<file path="src/common/iopm_regs.vh">
// Register offsets, field positions and reset values of the port pin mux
// What this block does
// - Radio test output drives status on pins 7-4
// - Three test-output registers enable and invert the shown signals
// - Test output overrides config and forces output direction
// - Port 0 data register, bit-addressable, resets to ones
// - Port 1 data register, bit-addressable, resets to ones
// - Port 2 data: pins 4-0, upper bits zero
// - Location bit picks alternative 1 or 2
// - Analog enable makes port 0 pin converter input
// - Port 0 select bit picks GPIO or peripheral
// - Port 1 select bit picks GPIO or peripheral
// - Port 2 selects cover pins 4, 3, 0
// - Bit 6 arbitrates serial zero against serial one
// - Bit 5 arbitrates serial one against timer 3
// - Bit 4 arbitrates timer 1 against timer 4
// - Bit 3 arbitrates serial zero against timer 1
// - Analog enable beats port 0 function select
// - Slow oscillator low takes port 2 pins 3-4
`ifndef IOPM_REGS_VH
`define IOPM_REGS_VH

`define IOPM_PORT0_DATA_ADDR 8'h80
`define IOPM_PORT1_DATA_ADDR 8'h90
`define IOPM_PORT2_DATA_ADDR 8'ha0
`define IOPM_PERIPHERAL_LOCATION_ADDR 8'hf1
`define IOPM_ANALOG_INPUT_ENABLE_ADDR 8'hf2
`define IOPM_PORT0_FUNCTION_SELECT_ADDR 8'hf3
`define IOPM_PORT1_FUNCTION_SELECT_ADDR 8'hf4
`define IOPM_PORT2_SELECT_PRIORITY_ADDR 8'hf5

`define IOPM_PORT0_DATA_RST 8'hff
`define IOPM_PORT1_DATA_RST 8'hff
`define IOPM_PORT2_DATA_RST 5'h1f
`define IOPM_CFG_RST 8'h00

`define IOPM_LOC_MASK 8'h73
`define IOPM_PORT2_SEL_MASK 8'h7f

`define IOPM_LOC_TIMER_A 6
`define IOPM_LOC_TIMER_C 5
`define IOPM_LOC_TIMER_D 4
`define IOPM_LOC_SERIAL_ONE 1
`define IOPM_LOC_SERIAL_ZERO 0

`define IOPM_PRI_SERIAL_PAIR 6
`define IOPM_PRI_SERIAL1_TIMER3 5
`define IOPM_PRI_TIMER1_TIMER4 4
`define IOPM_PRI_SERIAL0_TIMER1 3
`define IOPM_SEL_P2_PIN4 2
`define IOPM_SEL_P2_PIN3 1
`define IOPM_SEL_P2_PIN0 0

`define IOPM_TOC_EN_BIT 6
`define IOPM_TOC_INV_BIT 0

`endif

</file>
<file path="src/design/iopm_pin_drv.v">
// Per-pin output multiplexer with fixed precedence and registered pin drive
`timescale 1ns/10ps
module iopm_pin_drv #(
  parameter W = 8
) (
  // Clock and reset
  input wire mclk,
  input wire rst_n,
  // General purpose side
  input wire [W-1:0] gpio_out,
  input wire [W-1:0] gpio_oe,
  input wire [W-1:0] sel,
  // Peripheral side
  input wire [W-1:0] per_hit,
  input wire [W-1:0] per_out,
  input wire [W-1:0] per_oe,
  // Overrides
  input wire [W-1:0] force_en,
  input wire [W-1:0] force_val,
  input wire [W-1:0] ana,
  // Pin drive
  output reg [W-1:0] pin_out,
  output reg [W-1:0] pin_oe,
  output reg [W-1:0] pin_ana
);
  reg [W-1:0] next_out;
  reg [W-1:0] next_oe;
  integer i;

  always @* begin
    next_out = {W{1'b0}};
    next_oe = {W{1'b0}};
    for (i = 0; i < W; i = i + 1) begin
      if (force_en[i]) begin
        next_out[i] = force_val[i];
        next_oe[i] = 1'b1;
      end else if (ana[i]) begin
        // Analog pins float the digital driver
        next_oe[i] = 1'b0;
      end else if (sel[i]) begin
        // Selected but unclaimed pin stays an input
        next_out[i] = per_hit[i] & per_out[i];
        next_oe[i] = per_hit[i] & per_oe[i];
      end else begin
        next_out[i] = gpio_out[i];
        next_oe[i] = gpio_oe[i];
      end
    end
  end

  // one register stage to the pins
  always @(posedge mclk or negedge rst_n) begin
    if (!rst_n) begin
      pin_out <= {W{1'b0}};
      pin_oe <= {W{1'b0}};
      pin_ana <= {W{1'b0}};
    end else begin
      pin_out <= next_out;
      pin_oe <= next_oe;
      pin_ana <= ana & ~force_en;
    end
  end
endmodule

</file>
<file path="src/design/iopm_sync.v">
// Two flip-flop synchroniser for pin inputs
`timescale 1ns/10ps
module iopm_sync #(
  parameter W = 8
) (
  // Clock and reset
  input wire mclk,
  input wire rst_n,
  // Data
  input wire [W-1:0] din,
  output reg [W-1:0] dout
);
  reg [W-1:0] meta;

  // First stage feeds only the second stage
  always @(posedge mclk or negedge rst_n) begin
    if (!rst_n) begin
      meta <= {W{1'b0}};
      dout <= {W{1'b0}};
    end else begin
      meta <= din;
      dout <= meta;
    end
  end
endmodule

</file>
<file path="src/design/iopm_top.v">
// Port pin mux: data latches, function select, locations, priority and test output
`timescale 1ns/10ps
`include "iopm_regs.vh"
module iopm_top (
  // Clock and reset
  input wire mclk,
  input wire rst_n,
  // Register byte access
  input wire [7:0] sfr_addr,
  input wire sfr_wr,
  input wire [7:0] sfr_wdata,
  input wire sfr_rd,
  output reg [7:0] sfr_rdata,
  // Register bit access
  input wire bit_wr,
  input wire [7:0] bit_addr,
  input wire bit_wdata,
  // Settings kept by neighbouring logic
  input wire [7:0] p0_dir,
  input wire [7:0] p1_dir,
  input wire [4:0] p2_dir,
  input wire [1:0] port0_priority,
  input wire slow_osc_select,
  input wire [7:0] test_output_config_a,
  input wire [7:0] test_output_config_b,
  input wire [7:0] test_output_config_c,
  // Radio status
  input wire buffer_nonempty_status,
  input wire rx_threshold_status,
  input wire frame_start_status,
  input wire channel_clear_status,
  // Serial unit zero
  input wire [3:0] serial_unit_zero_out,
  input wire [3:0] serial_unit_zero_oe,
  // Serial unit one
  input wire [3:0] serial_unit_one_out,
  input wire [3:0] serial_unit_one_oe,
  // Timer 1
  input wire [2:0] timer_a_out,
  input wire [2:0] timer_a_oe,
  // Timer 3
  input wire [1:0] timer_c_out,
  input wire [1:0] timer_c_oe,
  // Timer 4
  input wire [1:0] timer_d_out,
  input wire [1:0] timer_d_oe,
  // Port 0 pins
  input wire [7:0] p0_pin_in,
  output wire [7:0] p0_pin_out,
  output wire [7:0] p0_pin_oe,
  output wire [7:0] p0_analog,
  // Port 1 pins
  input wire [7:0] p1_pin_in,
  output wire [7:0] p1_pin_out,
  output wire [7:0] p1_pin_oe,
  // Port 2 pins
  input wire [4:0] p2_pin_in,
  output wire [4:0] p2_pin_out,
  output wire [4:0] p2_pin_oe,
  output wire [4:0] p2_analog,
  // Synchronised pin levels for peripherals
  output wire [7:0] p0_level,
  output wire [7:0] p1_level,
  output wire [4:0] p2_level
);
  // Candidate order in claim vectors
  localparam C_U0 = 0;
  localparam C_U1 = 1;
  localparam C_T1 = 2;
  localparam C_T3 = 3;
  localparam C_T4 = 4;

  reg [7:0] port0_data;
  reg [7:0] port1_data;
  reg [4:0] port2_data;
  reg [7:0] peripheral_location;
  reg [7:0] analog_input_enable;
  reg [7:0] port0_function_select;
  reg [7:0] port1_function_select;
  reg [7:0] port2_select_priority;

  wire [20:0] pin_sync;
  wire [7:0] bit_byte;
  wire [7:0] bit_mask;

  // Port 0 winner: order chosen by the neighbouring priority field
  function [4:0] iopm_p0_win;
    input [4:0] claim;
    input [1:0] pri;
    reg [4:0] w;
    begin
      w = 5'h00;
      case (pri)
        2'b00: begin
          if (claim[C_U0]) w[C_U0] = 1'b1;
          else if (claim[C_U1]) w[C_U1] = 1'b1;
          else if (claim[C_T1]) w[C_T1] = 1'b1;
        end
        2'b01: begin
          if (claim[C_U1]) w[C_U1] = 1'b1;
          else if (claim[C_T1]) w[C_T1] = 1'b1;
          else if (claim[C_U0]) w[C_U0] = 1'b1;
        end
        2'b10: begin
          if (claim[C_T1]) w[C_T1] = 1'b1;
          else if (claim[C_U1]) w[C_U1] = 1'b1;
          else if (claim[C_U0]) w[C_U0] = 1'b1;
        end
        default: begin
          if (claim[C_T1]) w[C_T1] = 1'b1;
          else if (claim[C_U0]) w[C_U0] = 1'b1;
          else if (claim[C_U1]) w[C_U1] = 1'b1;
        end
      endcase
      iopm_p0_win = w;
    end
  endfunction

  // Port 1 winner: a candidate wins when no other claimant beats it
  function [4:0] iopm_p1_win;
    input [4:0] claim;
    input [7:0] pri;
    reg [4:0] beat_u0;
    reg [4:0] beat_u1;
    reg [4:0] beat_t1;
    reg [4:0] beat_t3;
    reg [4:0] beat_t4;
    begin
      beat_u0 = 5'h00;
      beat_u0[C_U1] = pri[`IOPM_PRI_SERIAL_PAIR];
      beat_u0[C_T1] = pri[`IOPM_PRI_SERIAL0_TIMER1];
      beat_u1 = 5'h00;
      beat_u1[C_U0] = ~pri[`IOPM_PRI_SERIAL_PAIR];
      beat_u1[C_T3] = pri[`IOPM_PRI_SERIAL1_TIMER3];
      beat_t1 = 5'h00;
      beat_t1[C_U0] = ~pri[`IOPM_PRI_SERIAL0_TIMER1];
      beat_t1[C_U1] = 1'b1;
      beat_t1[C_T4] = pri[`IOPM_PRI_TIMER1_TIMER4];
      beat_t3 = 5'h00;
      beat_t3[C_U0] = 1'b1;
      beat_t3[C_U1] = ~pri[`IOPM_PRI_SERIAL1_TIMER3];
      beat_t3[C_T1] = 1'b1;
      beat_t4 = 5'h00;
      beat_t4[C_U0] = 1'b1;
      beat_t4[C_U1] = 1'b1;
      beat_t4[C_T1] = ~pri[`IOPM_PRI_TIMER1_TIMER4];
      beat_t4[C_T3] = 1'b1;
      iopm_p1_win[C_U0] = claim[C_U0] & ~|(claim & beat_u0);
      iopm_p1_win[C_U1] = claim[C_U1] & ~|(claim & beat_u1);
      iopm_p1_win[C_T1] = claim[C_T1] & ~|(claim & beat_t1);
      iopm_p1_win[C_T3] = claim[C_T3] & ~|(claim & beat_t3);
      iopm_p1_win[C_T4] = claim[C_T4] & ~|(claim & beat_t4);
    end
  endfunction

  // Bit access: the byte is the bit address with its low three bits cleared
  assign bit_byte = {bit_addr[7:3], 3'b000};
  assign bit_mask = 8'h01 << bit_addr[2:0];

  // register writes, byte write wins over bit write
  always @(posedge mclk or negedge rst_n) begin
    if (!rst_n) begin
      port0_data <= `IOPM_PORT0_DATA_RST;
      port1_data <= `IOPM_PORT1_DATA_RST;
      port2_data <= `IOPM_PORT2_DATA_RST;
      peripheral_location <= `IOPM_CFG_RST;
      analog_input_enable <= `IOPM_CFG_RST;
      port0_function_select <= `IOPM_CFG_RST;
      port1_function_select <= `IOPM_CFG_RST;
      port2_select_priority <= `IOPM_CFG_RST;
    end else if (sfr_wr) begin
      case (sfr_addr)
        `IOPM_PORT0_DATA_ADDR: port0_data <= sfr_wdata;
        `IOPM_PORT1_DATA_ADDR: port1_data <= sfr_wdata;
        `IOPM_PORT2_DATA_ADDR: port2_data <= sfr_wdata[4:0];
        `IOPM_PERIPHERAL_LOCATION_ADDR: peripheral_location <= sfr_wdata & `IOPM_LOC_MASK;
        `IOPM_ANALOG_INPUT_ENABLE_ADDR: analog_input_enable <= sfr_wdata;
        `IOPM_PORT0_FUNCTION_SELECT_ADDR: port0_function_select <= sfr_wdata;
        `IOPM_PORT1_FUNCTION_SELECT_ADDR: port1_function_select <= sfr_wdata;
        `IOPM_PORT2_SELECT_PRIORITY_ADDR: port2_select_priority <= sfr_wdata & `IOPM_PORT2_SEL_MASK;
        default: port0_data <= port0_data;
      endcase
    end else if (bit_wr) begin
      case (bit_byte)
        `IOPM_PORT0_DATA_ADDR: port0_data <= bit_wdata ? (port0_data | bit_mask) : (port0_data & ~bit_mask);
        `IOPM_PORT1_DATA_ADDR: port1_data <= bit_wdata ? (port1_data | bit_mask) : (port1_data & ~bit_mask);
        `IOPM_PORT2_DATA_ADDR: port2_data <= bit_wdata ? (port2_data | bit_mask[4:0]) : (port2_data & ~bit_mask[4:0]);
        default: port2_data <= port2_data;
      endcase
    end
  end

  // Reads return pin levels for ports, stored values for configuration
  always @(posedge mclk or negedge rst_n) begin
    if (!rst_n) begin
      sfr_rdata <= 8'h00;
    end else if (sfr_rd) begin
      case (sfr_addr)
        `IOPM_PORT0_DATA_ADDR: sfr_rdata <= p0_level;
        `IOPM_PORT1_DATA_ADDR: sfr_rdata <= p1_level;
        `IOPM_PORT2_DATA_ADDR: sfr_rdata <= {3'h0, p2_level};
        `IOPM_PERIPHERAL_LOCATION_ADDR: sfr_rdata <= peripheral_location;
        `IOPM_ANALOG_INPUT_ENABLE_ADDR: sfr_rdata <= analog_input_enable;
        `IOPM_PORT0_FUNCTION_SELECT_ADDR: sfr_rdata <= port0_function_select;
        `IOPM_PORT1_FUNCTION_SELECT_ADDR: sfr_rdata <= port1_function_select;
        `IOPM_PORT2_SELECT_PRIORITY_ADDR: sfr_rdata <= port2_select_priority;
        default: sfr_rdata <= 8'h00;
      endcase
    end
  end

  // Pins come from outside the clock domain
  iopm_sync #(.W(21)) u_sync (
    .mclk(mclk),
    .rst_n(rst_n),
    .din({p2_pin_in, p1_pin_in, p0_pin_in}),
    .dout(pin_sync)
  );
  assign p0_level = pin_sync[7:0];
  assign p1_level = pin_sync[15:8];
  assign p2_level = pin_sync[20:16];

  // Claims per pin: one bit per candidate, with its output and enable
  reg [4:0] p0_claim [0:7];
  reg [4:0] p0_cout [0:7];
  reg [4:0] p0_coe [0:7];
  reg [4:0] p1_claim [0:7];
  reg [4:0] p1_cout [0:7];
  reg [4:0] p1_coe [0:7];
  reg [4:0] p2_hit;
  reg [4:0] p2_out;
  reg [4:0] p2_oe;
  wire loc_u0;
  wire loc_u1;
  wire loc_t1;
  wire loc_t3;
  wire loc_t4;
  integer k;

  // location bits, 0 is alternative 1, 1 is alternative 2
  assign loc_u0 = peripheral_location[`IOPM_LOC_SERIAL_ZERO];
  assign loc_u1 = peripheral_location[`IOPM_LOC_SERIAL_ONE];
  assign loc_t1 = peripheral_location[`IOPM_LOC_TIMER_A];
  assign loc_t3 = peripheral_location[`IOPM_LOC_TIMER_C];
  assign loc_t4 = peripheral_location[`IOPM_LOC_TIMER_D];

  always @* begin
    for (k = 0; k < 8; k = k + 1) begin
      p0_claim[k] = 5'h00;
      p0_cout[k] = 5'h00;
      p0_coe[k] = 5'h00;
      p1_claim[k] = 5'h00;
      p1_cout[k] = 5'h00;
      p1_coe[k] = 5'h00;
    end
    p2_hit = 5'h00;
    p2_out = 5'h00;
    p2_oe = 5'h00;
    // serial units on port 0 pins 2-5 or port 1
    for (k = 0; k < 4; k = k + 1) begin
      if (!loc_u0) begin
        p0_claim[k+2][C_U0] = 1'b1;
        p0_cout[k+2][C_U0] = serial_unit_zero_out[k];
        p0_coe[k+2][C_U0] = serial_unit_zero_oe[k];
      end else begin
        p1_claim[k+2][C_U0] = 1'b1;
        p1_cout[k+2][C_U0] = serial_unit_zero_out[k];
        p1_coe[k+2][C_U0] = serial_unit_zero_oe[k];
      end
      if (!loc_u1) begin
        p0_claim[k+2][C_U1] = 1'b1;
        p0_cout[k+2][C_U1] = serial_unit_one_out[k];
        p0_coe[k+2][C_U1] = serial_unit_one_oe[k];
      end else begin
        p1_claim[k+4][C_U1] = 1'b1;
        p1_cout[k+4][C_U1] = serial_unit_one_out[k];
        p1_coe[k+4][C_U1] = serial_unit_one_oe[k];
      end
    end
    // timer 1 channels on port 0 pins 2-4 or port 1 pins 2-0
    for (k = 0; k < 3; k = k + 1) begin
      if (!loc_t1) begin
        p0_claim[k+2][C_T1] = 1'b1;
        p0_cout[k+2][C_T1] = timer_a_out[k];
        p0_coe[k+2][C_T1] = timer_a_oe[k];
      end else begin
        p1_claim[2-k][C_T1] = 1'b1;
        p1_cout[2-k][C_T1] = timer_a_out[k];
        p1_coe[2-k][C_T1] = timer_a_oe[k];
      end
    end
    for (k = 0; k < 2; k = k + 1) begin
      p1_claim[loc_t3 ? k+6 : k+3][C_T3] = 1'b1;
      p1_cout[loc_t3 ? k+6 : k+3][C_T3] = timer_c_out[k];
      p1_coe[loc_t3 ? k+6 : k+3][C_T3] = timer_c_oe[k];
      if (!loc_t4) begin
        p1_claim[k][C_T4] = 1'b1;
        p1_cout[k][C_T4] = timer_d_out[k];
        p1_coe[k][C_T4] = timer_d_oe[k];
      end else begin
        p2_hit[k*3] = 1'b1;
        p2_out[k*3] = timer_d_out[k];
        p2_oe[k*3] = timer_d_oe[k];
      end
    end
  end

  wire [7:0] p0_hit;
  wire [7:0] p0_out;
  wire [7:0] p0_oe;
  wire [7:0] p1_hit;
  wire [7:0] p1_out;
  wire [7:0] p1_oe;
  genvar g;
  generate
    for (g = 0; g < 8; g = g + 1) begin : g_arb
      wire [4:0] w0;
      wire [4:0] w1;
      assign w0 = iopm_p0_win(p0_claim[g], port0_priority);
      assign w1 = iopm_p1_win(p1_claim[g], port2_select_priority);
      assign p0_hit[g] = |w0;
      assign p0_out[g] = |(w0 & p0_cout[g]);
      assign p0_oe[g] = |(w0 & p0_coe[g]);
      assign p1_hit[g] = |w1;
      assign p1_out[g] = |(w1 & p1_cout[g]);
      assign p1_oe[g] = |(w1 & p1_coe[g]);
    end
  endgenerate

  // each config register enables its pins; inversion flips polarity
  wire [3:0] test_en;
  wire [3:0] test_inv;
  wire [3:0] test_val;
  assign test_en = {test_output_config_c[`IOPM_TOC_EN_BIT], test_output_config_b[`IOPM_TOC_EN_BIT],
                    test_output_config_a[`IOPM_TOC_EN_BIT], test_output_config_a[`IOPM_TOC_EN_BIT]};
  assign test_inv = {test_output_config_c[`IOPM_TOC_INV_BIT], test_output_config_b[`IOPM_TOC_INV_BIT],
                     test_output_config_a[`IOPM_TOC_INV_BIT], test_output_config_a[`IOPM_TOC_INV_BIT]};
  assign test_val = {channel_clear_status, frame_start_status, rx_threshold_status, buffer_nonempty_status} ^ test_inv;

  // port 2 select bits map to pins 4, 3 and 0
  wire [4:0] p2_sel;
  assign p2_sel = {port2_select_priority[`IOPM_SEL_P2_PIN4], port2_select_priority[`IOPM_SEL_P2_PIN3],
                   2'b00, port2_select_priority[`IOPM_SEL_P2_PIN0]};

  // analog enable reaches the driver ahead of the select bit
  iopm_pin_drv #(.W(8)) u_drv0 (
    .mclk(mclk),
    .rst_n(rst_n),
    .gpio_out(port0_data),
    .gpio_oe(p0_dir),
    .sel(port0_function_select),
    .per_hit(p0_hit),
    .per_out(p0_out),
    .per_oe(p0_oe),
    .force_en(8'h00),
    .force_val(8'h00),
    .ana(analog_input_enable),
    .pin_out(p0_pin_out),
    .pin_oe(p0_pin_oe),
    .pin_ana(p0_analog)
  );

  // test output forced on pins 7-4 above every select
  iopm_pin_drv #(.W(8)) u_drv1 (
    .mclk(mclk),
    .rst_n(rst_n),
    .gpio_out(port1_data),
    .gpio_oe(p1_dir),
    .sel(port1_function_select),
    .per_hit(p1_hit),
    .per_out(p1_out),
    .per_oe(p1_oe),
    .force_en({test_en, 4'h0}),
    .force_val({test_val, 4'h0}),
    .ana(8'h00),
    .pin_out(p1_pin_out),
    .pin_oe(p1_pin_oe),
    .pin_ana()
  );

  // slow crystal owns pins 3 and 4 while its select is low
  iopm_pin_drv #(.W(5)) u_drv2 (
    .mclk(mclk),
    .rst_n(rst_n),
    .gpio_out(port2_data),
    .gpio_oe(p2_dir),
    .sel(p2_sel),
    .per_hit(p2_hit),
    .per_out(p2_out),
    .per_oe(p2_oe),
    .force_en(5'h00),
    .force_val(5'h00),
    .ana({~slow_osc_select, ~slow_osc_select, 3'h0}),
    .pin_out(p2_pin_out),
    .pin_oe(p2_pin_oe),
    .pin_ana(p2_analog)
  );
endmodule

</file>
<file path="config.mk">
export PLATFORM = sky130hd
export DESIGN_NAME = iopm_top
export DESIGN_NICKNAME = d
export VERILOG_FILES = /design/src/design/iopm_pin_drv.v /design/src/design/iopm_sync.v /design/src/design/iopm_top.v
export VERILOG_INCLUDE_DIRS = /design/src /design/src/common
export SDC_FILE = /design/constraint.sdc
export NUM_CORES = 1
export LEC_CHECK = 0
export BUFFER_PORTS_ARGS = -buffer_cell sky130_fd_sc_hd__buf_2
export CORE_MARGIN = 4
export CORE_UTILIZATION = 42
export DETAILED_ROUTE_END_ITERATION = 8
export PLACE_DENSITY_LB_ADDON = 0.25
export SLEW_MARGIN = 20
export SYNTH_ARGS = -nofsm -noshare
export SYNTH_HDL_FRONTEND = slang
export SYNTH_SLANG_ARGS = --single-unit
</file>
<file path="constraint.sdc">
create_clock -name mclk -period 1.71 [get_ports mclk]
set_input_delay 0.0855 -clock mclk [delete_from_list [all_inputs] [get_ports mclk]]
set_output_delay 0.0855 -clock mclk [all_outputs]
set_load 0.05 [all_outputs]
</file>
* Word level (Yosys, flattened, before mapping)
Cells that the tools add are included.
Operators by class: $lt $le $gt $ge 4, equal/unequal tests 16, shifts and indexed selects 1, mux-type cells 164, bitwise gates (word level) 150, reduce and logical (&&, ||, !) cells 130
Operators with widths (count):
- $reduce_or A5 Y1 | 72
- $bwmux W40 | 4
- $mux W1 | 133
- $and A5 B5 Y5 | 25
- $and A5 B3 Y5 | 16
- $and A5 B4 Y5 | 16
- $mux W8 | 10
- $and A1 B1 Y1 | 68
- $eq A8 B8 Y1 const B | 8
- $ge A32 B4 Y1 const B | 2
- $lt A32 B1 Y1 const B | 2
- $not A3 Y32 | 2
- $pmux W8 S8 | 1
- $logic_not A1 Y1 | 40
- $or A38 B40 Y40 | 1
- $or A40 B40 Y40 | 1
- $demux W5 S3 | 2
- $mux W5 | 5
- $and A3 B3 Y3 | 6
- $and A8 B8 Y8 | 2
- $or A8 B8 Y8 | 2
- $eq A5 B5 Y1 const B | 3
- $reduce_and A2 Y1 | 5
- $pmux W3 S3 | 1
- 20 further kinds | 38
Storage, ports and cells: bits in registers 158, input port bits 133, output and inout port bits 84, word-level logic and storage cells 484

* Logic depth before layout (Yosys ltp)
Gate-level depths: netlist of run 1.
depth in word-level cells 18, mapped depth 7

* Modules after synthesis
Synthesis of run 1 repeated with hierarchy kept, for this count alone.
Second synthesis, totals: cells, all modules 704, area, all modules 8142.8 um^2
By module, submodules not included:
- iopm_top | instances 1, cells an instance 410, area an instance 4149.0 um^2, sequential area each 1652.8 um^2
- iopm_pin_drv (u_drv0 ...) | instances 2, cells an instance 96, area an instance 1121.1 um^2, sequential area each 600.6 um^2
- iopm_sync | instances 1, cells an instance 42, area an instance 1051.0 um^2, sequential area each 1051.0 um^2
- iopm_pin_drv (u_drv2) | instances 1, cells an instance 60, area an instance 700.7 um^2, sequential area each 375.4 um^2

* Worst setup path after synthesis of run 1
No wires, ideal clock.
path type register -> register, start reg peripheral_location[1], end reg u_drv0.pin_oe[2], arrival time 1.381 ns, required time 1.628 ns, setup slack 0.247 ns, stages on the path, launching flop included 7, clock period less this slack 1.463 ns, cell sequence dfrtp_1 > buf_2 > o211ai_1 > a21oi_1 > nor3_1 > a21o_1 > a31oi_1
On the way: longest elaborated chain between the ends 9, elaborated cells between the ends (all ways) 16, classes of those cells mux: 12; bitwise: 2; reduce/logical: 2
Ends and longest elaborated chain:
- from (decl) | RTL line iopm_top.v:76 | reg [7:0] peripheral_location;
- from (signal assigned) | RTL line iopm_top.v:166 | peripheral_location <= `IOPM_CFG_RST;
- from (signal assigned) | RTL line iopm_top.v:176 | `IOPM_PERIPHERAL_LOCATION_ADDR: peripheral_location <= sfr_wdata & `IOPM_LOC_MASK;
- $mux W1
- $mux W1 | RTL line iopm_top.v:111 | else if (claim[C_U0]) w[C_U0] = 1'b1;
- $mux W2 | RTL line iopm_top.v:110 | if (claim[C_T1]) w[C_T1] = 1'b1;
- $pmux W3 S3 | RTL line iopm_top.v:93 | case (pri)
- $and A3 B3 Y3 | RTL line iopm_top.v:323 | assign p0_oe[g] = |(w0 & p0_coe[g]);
- $reduce_or A5 Y1 | RTL line iopm_top.v:323
- $and A1 B1 Y1 * | RTL line iopm_pin_drv.v:43 | next_oe[i] = per_hit[i] & per_oe[i];
- $mux W1 * | RTL line iopm_pin_drv.v:40 | end else if (sel[i]) begin
- $mux W1 * | RTL line iopm_pin_drv.v:37 | end else if (ana[i]) begin
- named net u_drv0.next_oe[2] | RTL line iopm_pin_drv.v:27 | reg [W-1:0] next_oe;
- to (signal assigned) | RTL line iopm_pin_drv.v:55 | pin_oe <= {W{1'b0}};
- to (signal assigned) | RTL line iopm_pin_drv.v:59 | pin_oe <= next_oe;
- to (decl) | RTL line iopm_pin_drv.v:23 | output reg [W-1:0] pin_oe,
The timed path passes the listed nets; every way through them passes the cells marked *. A chain may end at the register's enable or synchronous reset.

* Final worst setup path of run 1
start reg peripheral_location[0], end reg u_drv1.pin_oe[3]
On the way: longest elaborated chain between the ends 11, elaborated cells between the ends (all ways) 31, classes of those cells mux: 5; bitwise: 14; reduce/logical: 12
Ends and longest elaborated chain:
- $mux W1 | RTL line iopm_top.v:261 | if (!loc_u0) begin
- $or A38 B40 Y40 (no line)
- $or A40 B40 Y40 (no line)
- $and A5 B3 Y5 (tied with other cells) | RTL line iopm_top.v:148 | iopm_p1_win[C_U0] = claim[C_U0] & ~|(claim & beat_u0);
- $reduce_or A5 Y1, on equally long branches
- $logic_not A1 Y1, on equally long branches
- $and A1 B1 Y1, on equally long branches
- $and A5 B5 Y5 | RTL line iopm_top.v:326 | assign p1_oe[g] = |(w1 & p1_coe[g]);
- $reduce_or A5 Y1 | RTL line iopm_top.v:326
- $and A1 B1 Y1 * | RTL line iopm_pin_drv.v:43
- $mux W1 * | RTL line iopm_pin_drv.v:40
- named net u_drv1.next_oe[3] | RTL line iopm_pin_drv.v:27
- to (signal assigned) | RTL line iopm_pin_drv.v:55
- to (signal assigned) | RTL line iopm_pin_drv.v:59
- to (decl) | RTL line iopm_pin_drv.v:23
Marked as above.

==> results.sh, run 1 <==
export IMPL_slew_violations=0
export IMPL_setup_viol=0
export IMPL_die_y_um=137
export IMPL_grt_pass1_wl_um=31300
export IMPL_vias=5807
export IMPL_power_switching_mw=2.67
export IMPL_antenna_found_initial=2
export IMPL_numCtsBuffers=17
export IMPL_clk_pin_slew_ns=0.07
export IMPL_critPathCaptureType="flop"
export IMPL_drc=0
export IMPL_die_w_um=137
export IMPL_power_share_clock_pct=40.6
export IMPL_synth_ff_type="dfrtp_1"
export IMPL_p_int_mw=6.80
export IMPL_tightest_slew_ns=0.667
export IMPL_drtPass1Iterations=5
export IMPL_wire_per_inst_um=18.2
export IMPL_grt_max_degree=49
export IMPL_hold_violations=0
export IMPL_worst_ep_arrival_time_ns=1.98
export IMPL_power_density_mw_per_mm2=973
export IMPL_cp_start_kind="flop"
export IMPL_power_frac_seq_pct=43.5
export IMPL_fin_crit_ns=1.62
export IMPL_worstHoldPathCells=3
export IMPL_leakage_nw=4.72
export IMPL_start_util_pct=43.2
export IMPL_hp_class="in2reg"
export IMPL_outcome="complete, no violations"
export IMPL_layout_drive_gt1_share_pct=34.0
export IMPL_synth_cell_area_sq_mm=0.00694
export IMPL_place_congestion=0.893
export IMPL_fin_crit_sh_pct=94.7
export IMPL_globalRouteOverflowTotal=0
export IMPL_final_nets=1009
export IMPL_fmax_mhz=618
export IMPL_cts_tree="built"
export IMPL_wirelength_um=20000
export IMPL_placed_cell_area_sq_mm=0.00832
export IMPL_grt_pass1_vias=5997
export IMPL_synth_edf_count=0
export IMPL_row_count=46
export IMPL_dieArea_sq_mm=0.0186
export IMPL_fin_skew_ns=0.00801
export IMPL_fin_area_sq_mm=0.00974
export IMPL_grt_util_all_layers_pct=21.9
export IMPL_reg2reg_depth=5
export IMPL_fin_tns_setup_ns=0
export IMPL_via_per_inst=5.27
export IMPL_comb_power_share_pct=15.8
export IMPL_hpwl_um=15100
export IMPL_peakVddDrop_v=0.000709
export IMPL_clock_sinks=158
export IMPL_cts_buffer_depth=2
export IMPL_cts_htree_levels=4
export IMPL_io_pins=217
export IMPL_root_buffer="clkbuf_16"
export IMPL_yosys_warnings=0
export IMPL_synth_area_per_cell_sq_um=12.2
export IMPL_rsz0062_at_grt="false"
export IMPL_ys_ff_latch=158
export IMPL_swShare_pct=28.2
export IMPL_worstSetupPathType="reg2reg"
export IMPL_ys_seq_area_share_pct=57.3
export IMPL_syn2layout_area_growth_pct=40.3
export IMPL_maxCapViolCount=0
export IMPL_relSlewSlack_pct=55.0
export IMPL_core_sq_mm=0.0161
export IMPL_numPortBuffers=195
export IMPL_dr_first_iter_drc_count=274
export IMPL_crit_fanout=10
export IMPL_drt_antenna_violating_nets=0
export IMPL_yosysUniqueCellTypes=70
export IMPL_cp_required_ns=2.07
export IMPL_cts_setup_buffers=0
export IMPL_clk_latency_ns=0.43
export IMPL_async_flop_share_pct=100
export IMPL_netlist_instances=570
## cell families (layout without fill, tap and decap cells)
| family | Yosys count | in the layout | synth area share [%] |
|---|---|---|---|
| adder cells (fa/ha/maj) | 5 | 5 | 0.901 |
| buffers and inverters | 44 | 356 | 3.03 |
| multiplexers | 71 | 71 | 11.3 |
| flip-flops | 158 | 158 | 57.3 |
| AND/OR/NAND/NOR | 150 | 150 | 12.4 |
| AO/OA/AOI/OAI | 137 | 137 | 14.5 |
| other | 1 | 4 | 0.0540 |
| XOR/XNOR | 4 | 4 | 0.505 |
## placed cells by master, fill, tap and decap left out, drive strengths merged, types with 4 or more instances in the layout
cell type and n:
a31oi 13, mux2 60, a21boi 4, a21oi 27
dlygate4sd3 81, dfrtp 137, clkinvlp 4, a211oi 5
nor2 54, a22oi 19, nand2 21, o2bb2ai 4
nand3 25, nand2b 6, inv 25, clkbuf 19
a222oi 4, a2bb2oi 4, dfstp 21, o31ai 8
nor3b 13, a21o 7, o21ai 10, mux2i 11
ha 5, buf 224, nor2b 12, o32ai 5
## stage by stage
| stage | utilization, % | setup slack (ns) | hold slack, ns | total power, mW | instances |
|---|---|---|---|---|---|
| 6_report | 60.7 | 0.0906 | 0.0115 | 9.48 | 1101 |
| 5_1_grt | 60.7 | 0.00325 | 0.0233 | 9.85 | 1101 |
| 4_1_cts | 60.6 | 0.0300 | 0.000658 | 9.55 | 1100 |
| 3_5_place_dp | 51.8 | 0.0646 | -0.00245 | 5.54 | 987 |
| 3_3_place_gp | 51.8 | 0.104 | -0.00887 | 5.51 | 987 |
| 2_1_floorplan | - | 0.247 | -0.210 | 4.98 | 572 |
## synthesized netlist by cell type (all sizes together), types with 3 or more instances
cell type	count	area [sq um]
a222oi	4	40.0
nor3b	13	103
nand2	21	78.8
or2	3	18.8
a21oi	27	135
dfrtp	137	3430
mux2	60	676
o2bb2ai	4	35.0
a21o	7	52.6
o22ai	3	18.8
xor2	3	26.3
a21boi	4	30.0
o21bai	3	22.5
buf	19	116
a221oi	3	26.3
a22oi	19	143
nand3	25	153
dfstp	21	552
inv	19	71.3
nand2b	6	37.5
o21ai	10	50.1
mux2i	11	110
clkbuf	6	22.5
nor2	54	213
nor2b	12	75.1
ha	5	62.6
a211oi	5	37.5
a31oi	13	81.3
a2bb2oi	4	35.0
o31ai	8	65.1
o32ai	5	58.8
a32oi	3	33.8
## worst paths after layout
kind | start | slack [ns] | end
max in group asynchronous | rst_n | 0.97 | async pin
worst max register to register | peripheral_location[0] | 0.09 | u_drv1.pin_oe[3]
min in group asynchronous | rst_n | 0.13 | u_drv2.pin_out[0]
worst max-delay path | peripheral_location[0] | 0.09 | u_drv1.pin_oe[3]
worst min register to register | u_sync.meta[6] | 0.35 | u_sync.dout[6]
worst min-delay path | rx_threshold_status | 0.01 | u_drv1.pin_out[5]
## final cells by class
cell class	instances	area, sq um
diodes	1	2.50
clock buffers	19	453
clock inverters	13	150
fillers	1330	6320
inverters	19	71.3
multi-input cells	370	2760
flip-flops and latches	158	3980
well taps	216	270
repair buffers	305	2050
## worst max-delay path, cell delays in order (launching register included)
cell and delay [ns]:
dfrtp_2 0.47, nor2_1 0.20, buf_4 0.15, a22oi_1 0.05, a21oi_1 0.13, dlygate4sd3_1 0.55
## routing by layer
layer | up-vias | track usage (%) | part of all wire (%)
met5 | - | 0 | 0.060
met4 | 2 | 7.17 | 2.3
met3 | 36 | 7.65 | 8.9
met2 | 258 | 35.2 | 46
met1 | 2813 | 28.0 | 43
li1 | 2698 | - | -
## repair_timing
| action | CTS | global route |
|---|---|---|
| endpoints found under the setup margin | 0 | 12 |
| gates resized for setup | 0 | 4 |
| endpoints found under the hold margin | 238 | 0 |
| hold buffers | 81 | 0 |
## power by group through the flow
stage | Clock [mW] | Combinational [mW] | Sequential [mW]
floorplan | 0 | 0.441 | 4.54
global placement | 0 | 1.33 | 4.18
detailed placement | 0 | 1.35 | 4.19
CTS | 3.92 | 1.51 | 4.12
global route | 4.09 | 1.62 | 4.15
finish | 3.85 | 1.50 | 4.12
No activity file was read; power rests on OpenSTA's default activity.
==> run 2: changes to the inputs <==
- PLACE_DENSITY_LB_ADDON: 0.25 -> 0.08
==> run 2 against run 1 <==
  * Setup slack improved by 0.035 ns
  * Cell area increased by 0.27%
  * Flip-flop and latch count unchanged
  * Critical path type unchanged
  * Wire length increased by 1.2%
  * Non-clock buffer count increased by 2
  * Highest routed layer unchanged
  * Die area unchanged
==> results.sh, run 2 (synthesis results as in run 1) <==
export IMPL_final_cell_mix="buf_2, dfrtp_1, dlygate4sd3_1"
export IMPL_layout_commonest_cell="buf_2"
export IMPL_peakVddDrop_v=0.000693
export IMPL_syn2layout_area_growth_pct=40.7
export IMPL_relSlewSlack_pct=58.9
export IMPL_cts_htree_levels=4
export IMPL_fin_crit_ns=1.58
export IMPL_crit_fanout=4
export IMPL_numCtsBuffers=17
export IMPL_clk_latency_ns=0.42
export IMPL_root_buffer="clkbuf_16"
export IMPL_fmax_mhz=631
export IMPL_power_density_mw_per_mm2=981
export IMPL_via_per_inst=5.25
export IMPL_worst_ep_arrival_time_ns=1.88
export IMPL_setup_viol=0
export IMPL_place_congestion=0.872
export IMPL_hp_class="in2reg"
export IMPL_drtPass1Iterations=5
export IMPL_cts_tree="built"
export IMPL_die_w_um=137
export IMPL_hold_violations=0
export IMPL_io_pins=217
export IMPL_globalRouteOverflowTotal=0
export IMPL_cts_setup_buffers=0
export IMPL_setup_ws_ns=0.125
export IMPL_grt_util_all_layers_pct=22.3
export IMPL_cts_buffer_depth=2
export IMPL_final_nets=1011
export IMPL_drc=0
export IMPL_vias=5788
export IMPL_clock_sinks=158
export IMPL_fin_util_pct=60.8
export IMPL_finalPower_mw=9.58
export IMPL_maxCapViolCount=0
export IMPL_dieArea_sq_mm=0.0186
export IMPL_dr_first_iter_drc_count=292
export IMPL_row_count=46
export IMPL_layout_drive_gt1_share_pct=33.9
export IMPL_die_y_um=137
export IMPL_grt_max_degree=46
export IMPL_start_util_pct=43.2
export IMPL_leakage_nw=4.74
export IMPL_post_place_ws_ns=0.0612
export IMPL_tightest_slew_ns=0.608
export IMPL_slew_violations=0
export IMPL_outcome="complete, no violations"
export IMPL_antenna_cells=0
export IMPL_clk_pin_slew_ns=0.06
export IMPL_core_sq_mm=0.0161
export IMPL_numPortBuffers=195
export IMPL_rsz0062_at_grt="false"
export IMPL_antenna_found_initial=2
export IMPL_cp_start_kind="flop"
export IMPL_grt_pass1_vias=6037
export IMPL_wirelength_um=20200
export IMPL_fin_tns_setup_ns=0
export IMPL_drt_antenna_violating_nets=0
export IMPL_grt_pass1_wl_um=31900
export IMPL_worstSetupPathType="reg2reg"
export IMPL_cp_required_ns=2.00
export IMPL_critPathCaptureType="flop"
export IMPL_fin_skew_ns=0.00970
export IMPL_hpwl_um=15200
export IMPL_wire_per_inst_um=18.4
export IMPL_fin_crit_sh_pct=92.7
run 2: worst paths after layout:
path	start	to	slack (ns)	cells past startpoint
worst max-delay path	port0_function_select[0]	sfr_rdata[0]	0.13	5
max in group asynchronous	rst_n	async pin	0.91	3
worst min-delay path	timer_d_oe[0]	u_drv1.pin_oe[0]	0.02	3
min in group asynchronous	rst_n	u_drv2.pin_ana[3]	0.17	2
worst max register to register	port0_function_select[0]	sfr_rdata[0]	0.13	5
worst min register to register	u_sync.meta[8]	u_sync.dout[8]	0.35	0
run 2: area by class of cell:
type,instances,area [sq um]
tap,216,270
fill,1320,6290
multi-input combinational,370,2760
clock buffer,18,439
clock inverter,14,181
sequential,158,3980
inverter,19,71.3
timing repair buffer,307,2070
run 2: metal layers:
| layer | part of all wire [%] | GRT usage, % | vias up |
|---|---|---|---|
| li1 | - | - | 2690 |
| met2 | 47 | 35.4 | 245 |
| met1 | 42 | 28.9 | 2819 |
| met3 | 9.3 | 7.79 | 30 |
| met4 | 1.5 | 6.61 | 4 |
| met5 | 0.13 | 0 | - |
run 2: what timing repair did:
action / CTS / global route
setup endpoints to repair: 0 / 9
resized for setup: 0 / 1
endpoints found under the hold margin: 242 / 0
hold buffers: 82 / 0
run 2: worst max-delay path: stages, from the launching register on:
cell and delay [ns]:
dfrtp_1 0.41, mux2_1 0.32, a222oi_1 0.30, nand2_1 0.14, a2bb2oi_1 0.18, o22ai_1 0.10
run 2: metrics by stage:
| step | area, sq um | hold slack (ns) | instances |
|---|---|---|---|
| detailed placement | 8330 | 0.0464 | 988 |
| floorplan | 6950 | -0.210 | 572 |
| finish | 9770 | 0.0191 | 1102 |
| CTS | 9770 | 0.00132 | 1102 |
| global route | 9770 | 0.00755 | 1102 |
| global placement | 8330 | 0.0490 | 988 |
run 2: power breakdown:
group          switching, mW  internal [mW]
combinational          0.944          0.558
sequential             0.135           3.99
clock                   1.59           2.36
total                   2.67           6.91
==> run 3: changes to the inputs <==
- clock period: 1.71 -> 1.4 ns (I/O delays scaled with it)
==> run 3 against run 2 <==
  * The flow now finishes with violations (setup timing)
  * Non-clock buffer count is 44 higher
  * Flip-flop and latch count unchanged
  * Register-to-register slack worse by 0.16 ns
  * Maximum frequency is 10% higher
  * Utilization increased by 3.3 points
  * Cell area increased by 5.4%
==> results.sh, run 3 (synthesis results as in run 1) <==
export IMPL_fin_skew_ns=0.00842
export IMPL_root_buffer="clkbuf_16"
export IMPL_cts_buffer_depth=2
export IMPL_setup_viol=7
export IMPL_hold_violations=0
export IMPL_cp_start_kind="flop"
export IMPL_grt_util_all_layers_pct=22.9
export IMPL_place_congestion=0.862
export IMPL_finalPower_mw=11.7
export IMPL_via_per_inst=5.25
export IMPL_min_from="p1_dir[7]"
export IMPL_multi_input_area_sq_mm=0.00297
export IMPL_core_sq_mm=0.0161
export IMPL_failed_checks="setup timing"
export IMPL_drt_antenna_violating_nets=0
export IMPL_antenna_found_initial=2
export IMPL_syn2layout_area_growth_pct=48.3
export IMPL_numCtsBuffers=17
export IMPL_hpwl_um=15800
export IMPL_io_pins=217
export IMPL_clock_sinks=158
export IMPL_drtPass1Iterations=5
export IMPL_peakVddDrop_v=0.000860
export IMPL_clk_pin_slew_ns=0.06
export IMPL_fin_crit_ns=1.44
export IMPL_vias=6023
export IMPL_setup_ws_ns=-0.0366
export IMPL_fmax_mhz=696
export IMPL_final_cell_mix="buf_2, dfrtp_1, dlygate4sd3_1"
export IMPL_clk_latency_ns=0.42
export IMPL_power_density_mw_per_mm2=1140
export IMPL_outcome="complete, but fails checks"
export IMPL_critPathCaptureType="flop"
export IMPL_slew_violations=0
export IMPL_cts_tree="built"
export IMPL_row_count=46
export IMPL_post_place_ws_ns=-0.240
export IMPL_final_nets=1055
export IMPL_start_util_pct=43.2
export IMPL_grt_max_degree=49
export IMPL_dieArea_sq_mm=0.0186
export IMPL_rsz0062_at_grt="true"
export IMPL_reg2reg_depth=5
export IMPL_worstHoldPathCells=4
export IMPL_globalRouteOverflowTotal=0
export IMPL_wirelength_um=21100
export IMPL_final_cells=1147
export IMPL_hp_class="in2reg"
export IMPL_placed_cell_area_sq_mm=0.00868
export IMPL_drc=0
export IMPL_numPortBuffers=195
export IMPL_r2r_end="sfr_rdata[1]"
export IMPL_layout_commonest_cell="buf_2"
export IMPL_grt_pass1_vias=6314
export IMPL_grt_pass1_wl_um=32900
export IMPL_maxCapViolCount=0
export IMPL_crit_fanout=2
export IMPL_cts_htree_levels=4
export IMPL_layout_drive_gt1_share_pct=40.8
export IMPL_whs_ns=0.0140
export IMPL_fin_area_sq_mm=0.0103
export IMPL_whs_endpoint="u_drv1.pin_oe[7]"
export IMPL_worst_ep_arrival_time_ns=1.72
export IMPL_nFillCells=1262
export IMPL_dp_cells=1028
export IMPL_leakage_nw=4.99
export IMPL_seqCellArea_sq_mm=0.00399
export IMPL_fin_crit_sh_pct=103
export IMPL_die_w_um=137
export IMPL_worstSetupPathType="reg2reg"
export IMPL_wire_per_inst_um=18.4
export IMPL_r2r_start="analog_input_enable[1]"
export IMPL_die_y_um=137
export IMPL_cp_required_ns=1.68
export IMPL_dr_first_iter_drc_count=336
export IMPL_rrSetupSlack_ns=-0.04
[run 3: cell types whose count changed in the layout (fill, tap and decap cells not counted), sizes merged]
cell | previous run | this run
inv | 23 | 19
buf | 225 | 270
diode | 0 | 1
dlygate4sd3 | 82 | 80
clkinv | 4 | 3
clkbuf | 18 | 23
clkinvlp | 3 | 4
[run 3: stage by stage]
stage | setup TNS [ns] | utilization, %
after floorplan | 0 | -
after global placement | -2.98 | 54.1
after detailed placement | -6.25 | 54.1
after CTS | -0.0427 | 63.0
after global routing | -0.905 | 64.1
final | -0.137 | 64.1
[run 3: layout make-up]
type,instances,share of cell area [%]
clock buffers,22,4.41
well taps,216,2.62
multi-input cells,370,28.8
flip-flops and latches,158,38.7
diodes,1,0.0243
inverters,19,0.693
repair buffers,351,23.4
clock inverters,10,1.35
[run 3: worst max path at each step]
stage | start | endpoint | cells past startpoint
global placement | sfr_addr[0] | sfr_rdata[0] | 6
finish | analog_input_enable[1] | sfr_rdata[1] | 5
global route | peripheral_location[0] | u_drv1.pin_out[4] | 6
CTS | analog_input_enable[0] | sfr_rdata[0] | 5
floorplan | peripheral_location[0] | u_drv1.pin_out[4] | 4
detailed placement | sfr_addr[0] | sfr_rdata[1] | 6
[run 3: what timing repair did]
action,CTS,global route
hold endpoints to repair,239,1
pin swaps,13,15
setup endpoints to repair,15,27
setup buffers,1,5
gates resized for setup,12,33
hold buffers,79,1
[run 3: power by group]
group	switching [mW]	total, mW	leakage [nW]	internal (mW)
clock network	1.82	4.67	0.276	2.85
registers	0.153	5.03	1.95	4.87
logic	1.24	2.02	2.75	0.780
total	3.21	11.7	4.99	8.50
[run 3: metal layers]
layer / global-route usage [%] / wire, um / vias up
met4: 7.50 / 409 / 4
met5: 0 / 26 / -
met2: 36.7 / 10000 / 231
met3: 6.29 / 1460 / 30
met1: 30.1 / 9200 / 2964
li1: - / - / 2794
[run 3: worst max-delay path: stages (launching register included)]
cell,delay (ns)
dfrtp_1,0.39
mux2_4,0.27
a222oi_1,0.29
nand2_1,0.13
a2bb2oi_2,0.13
o22ai_1,0.08
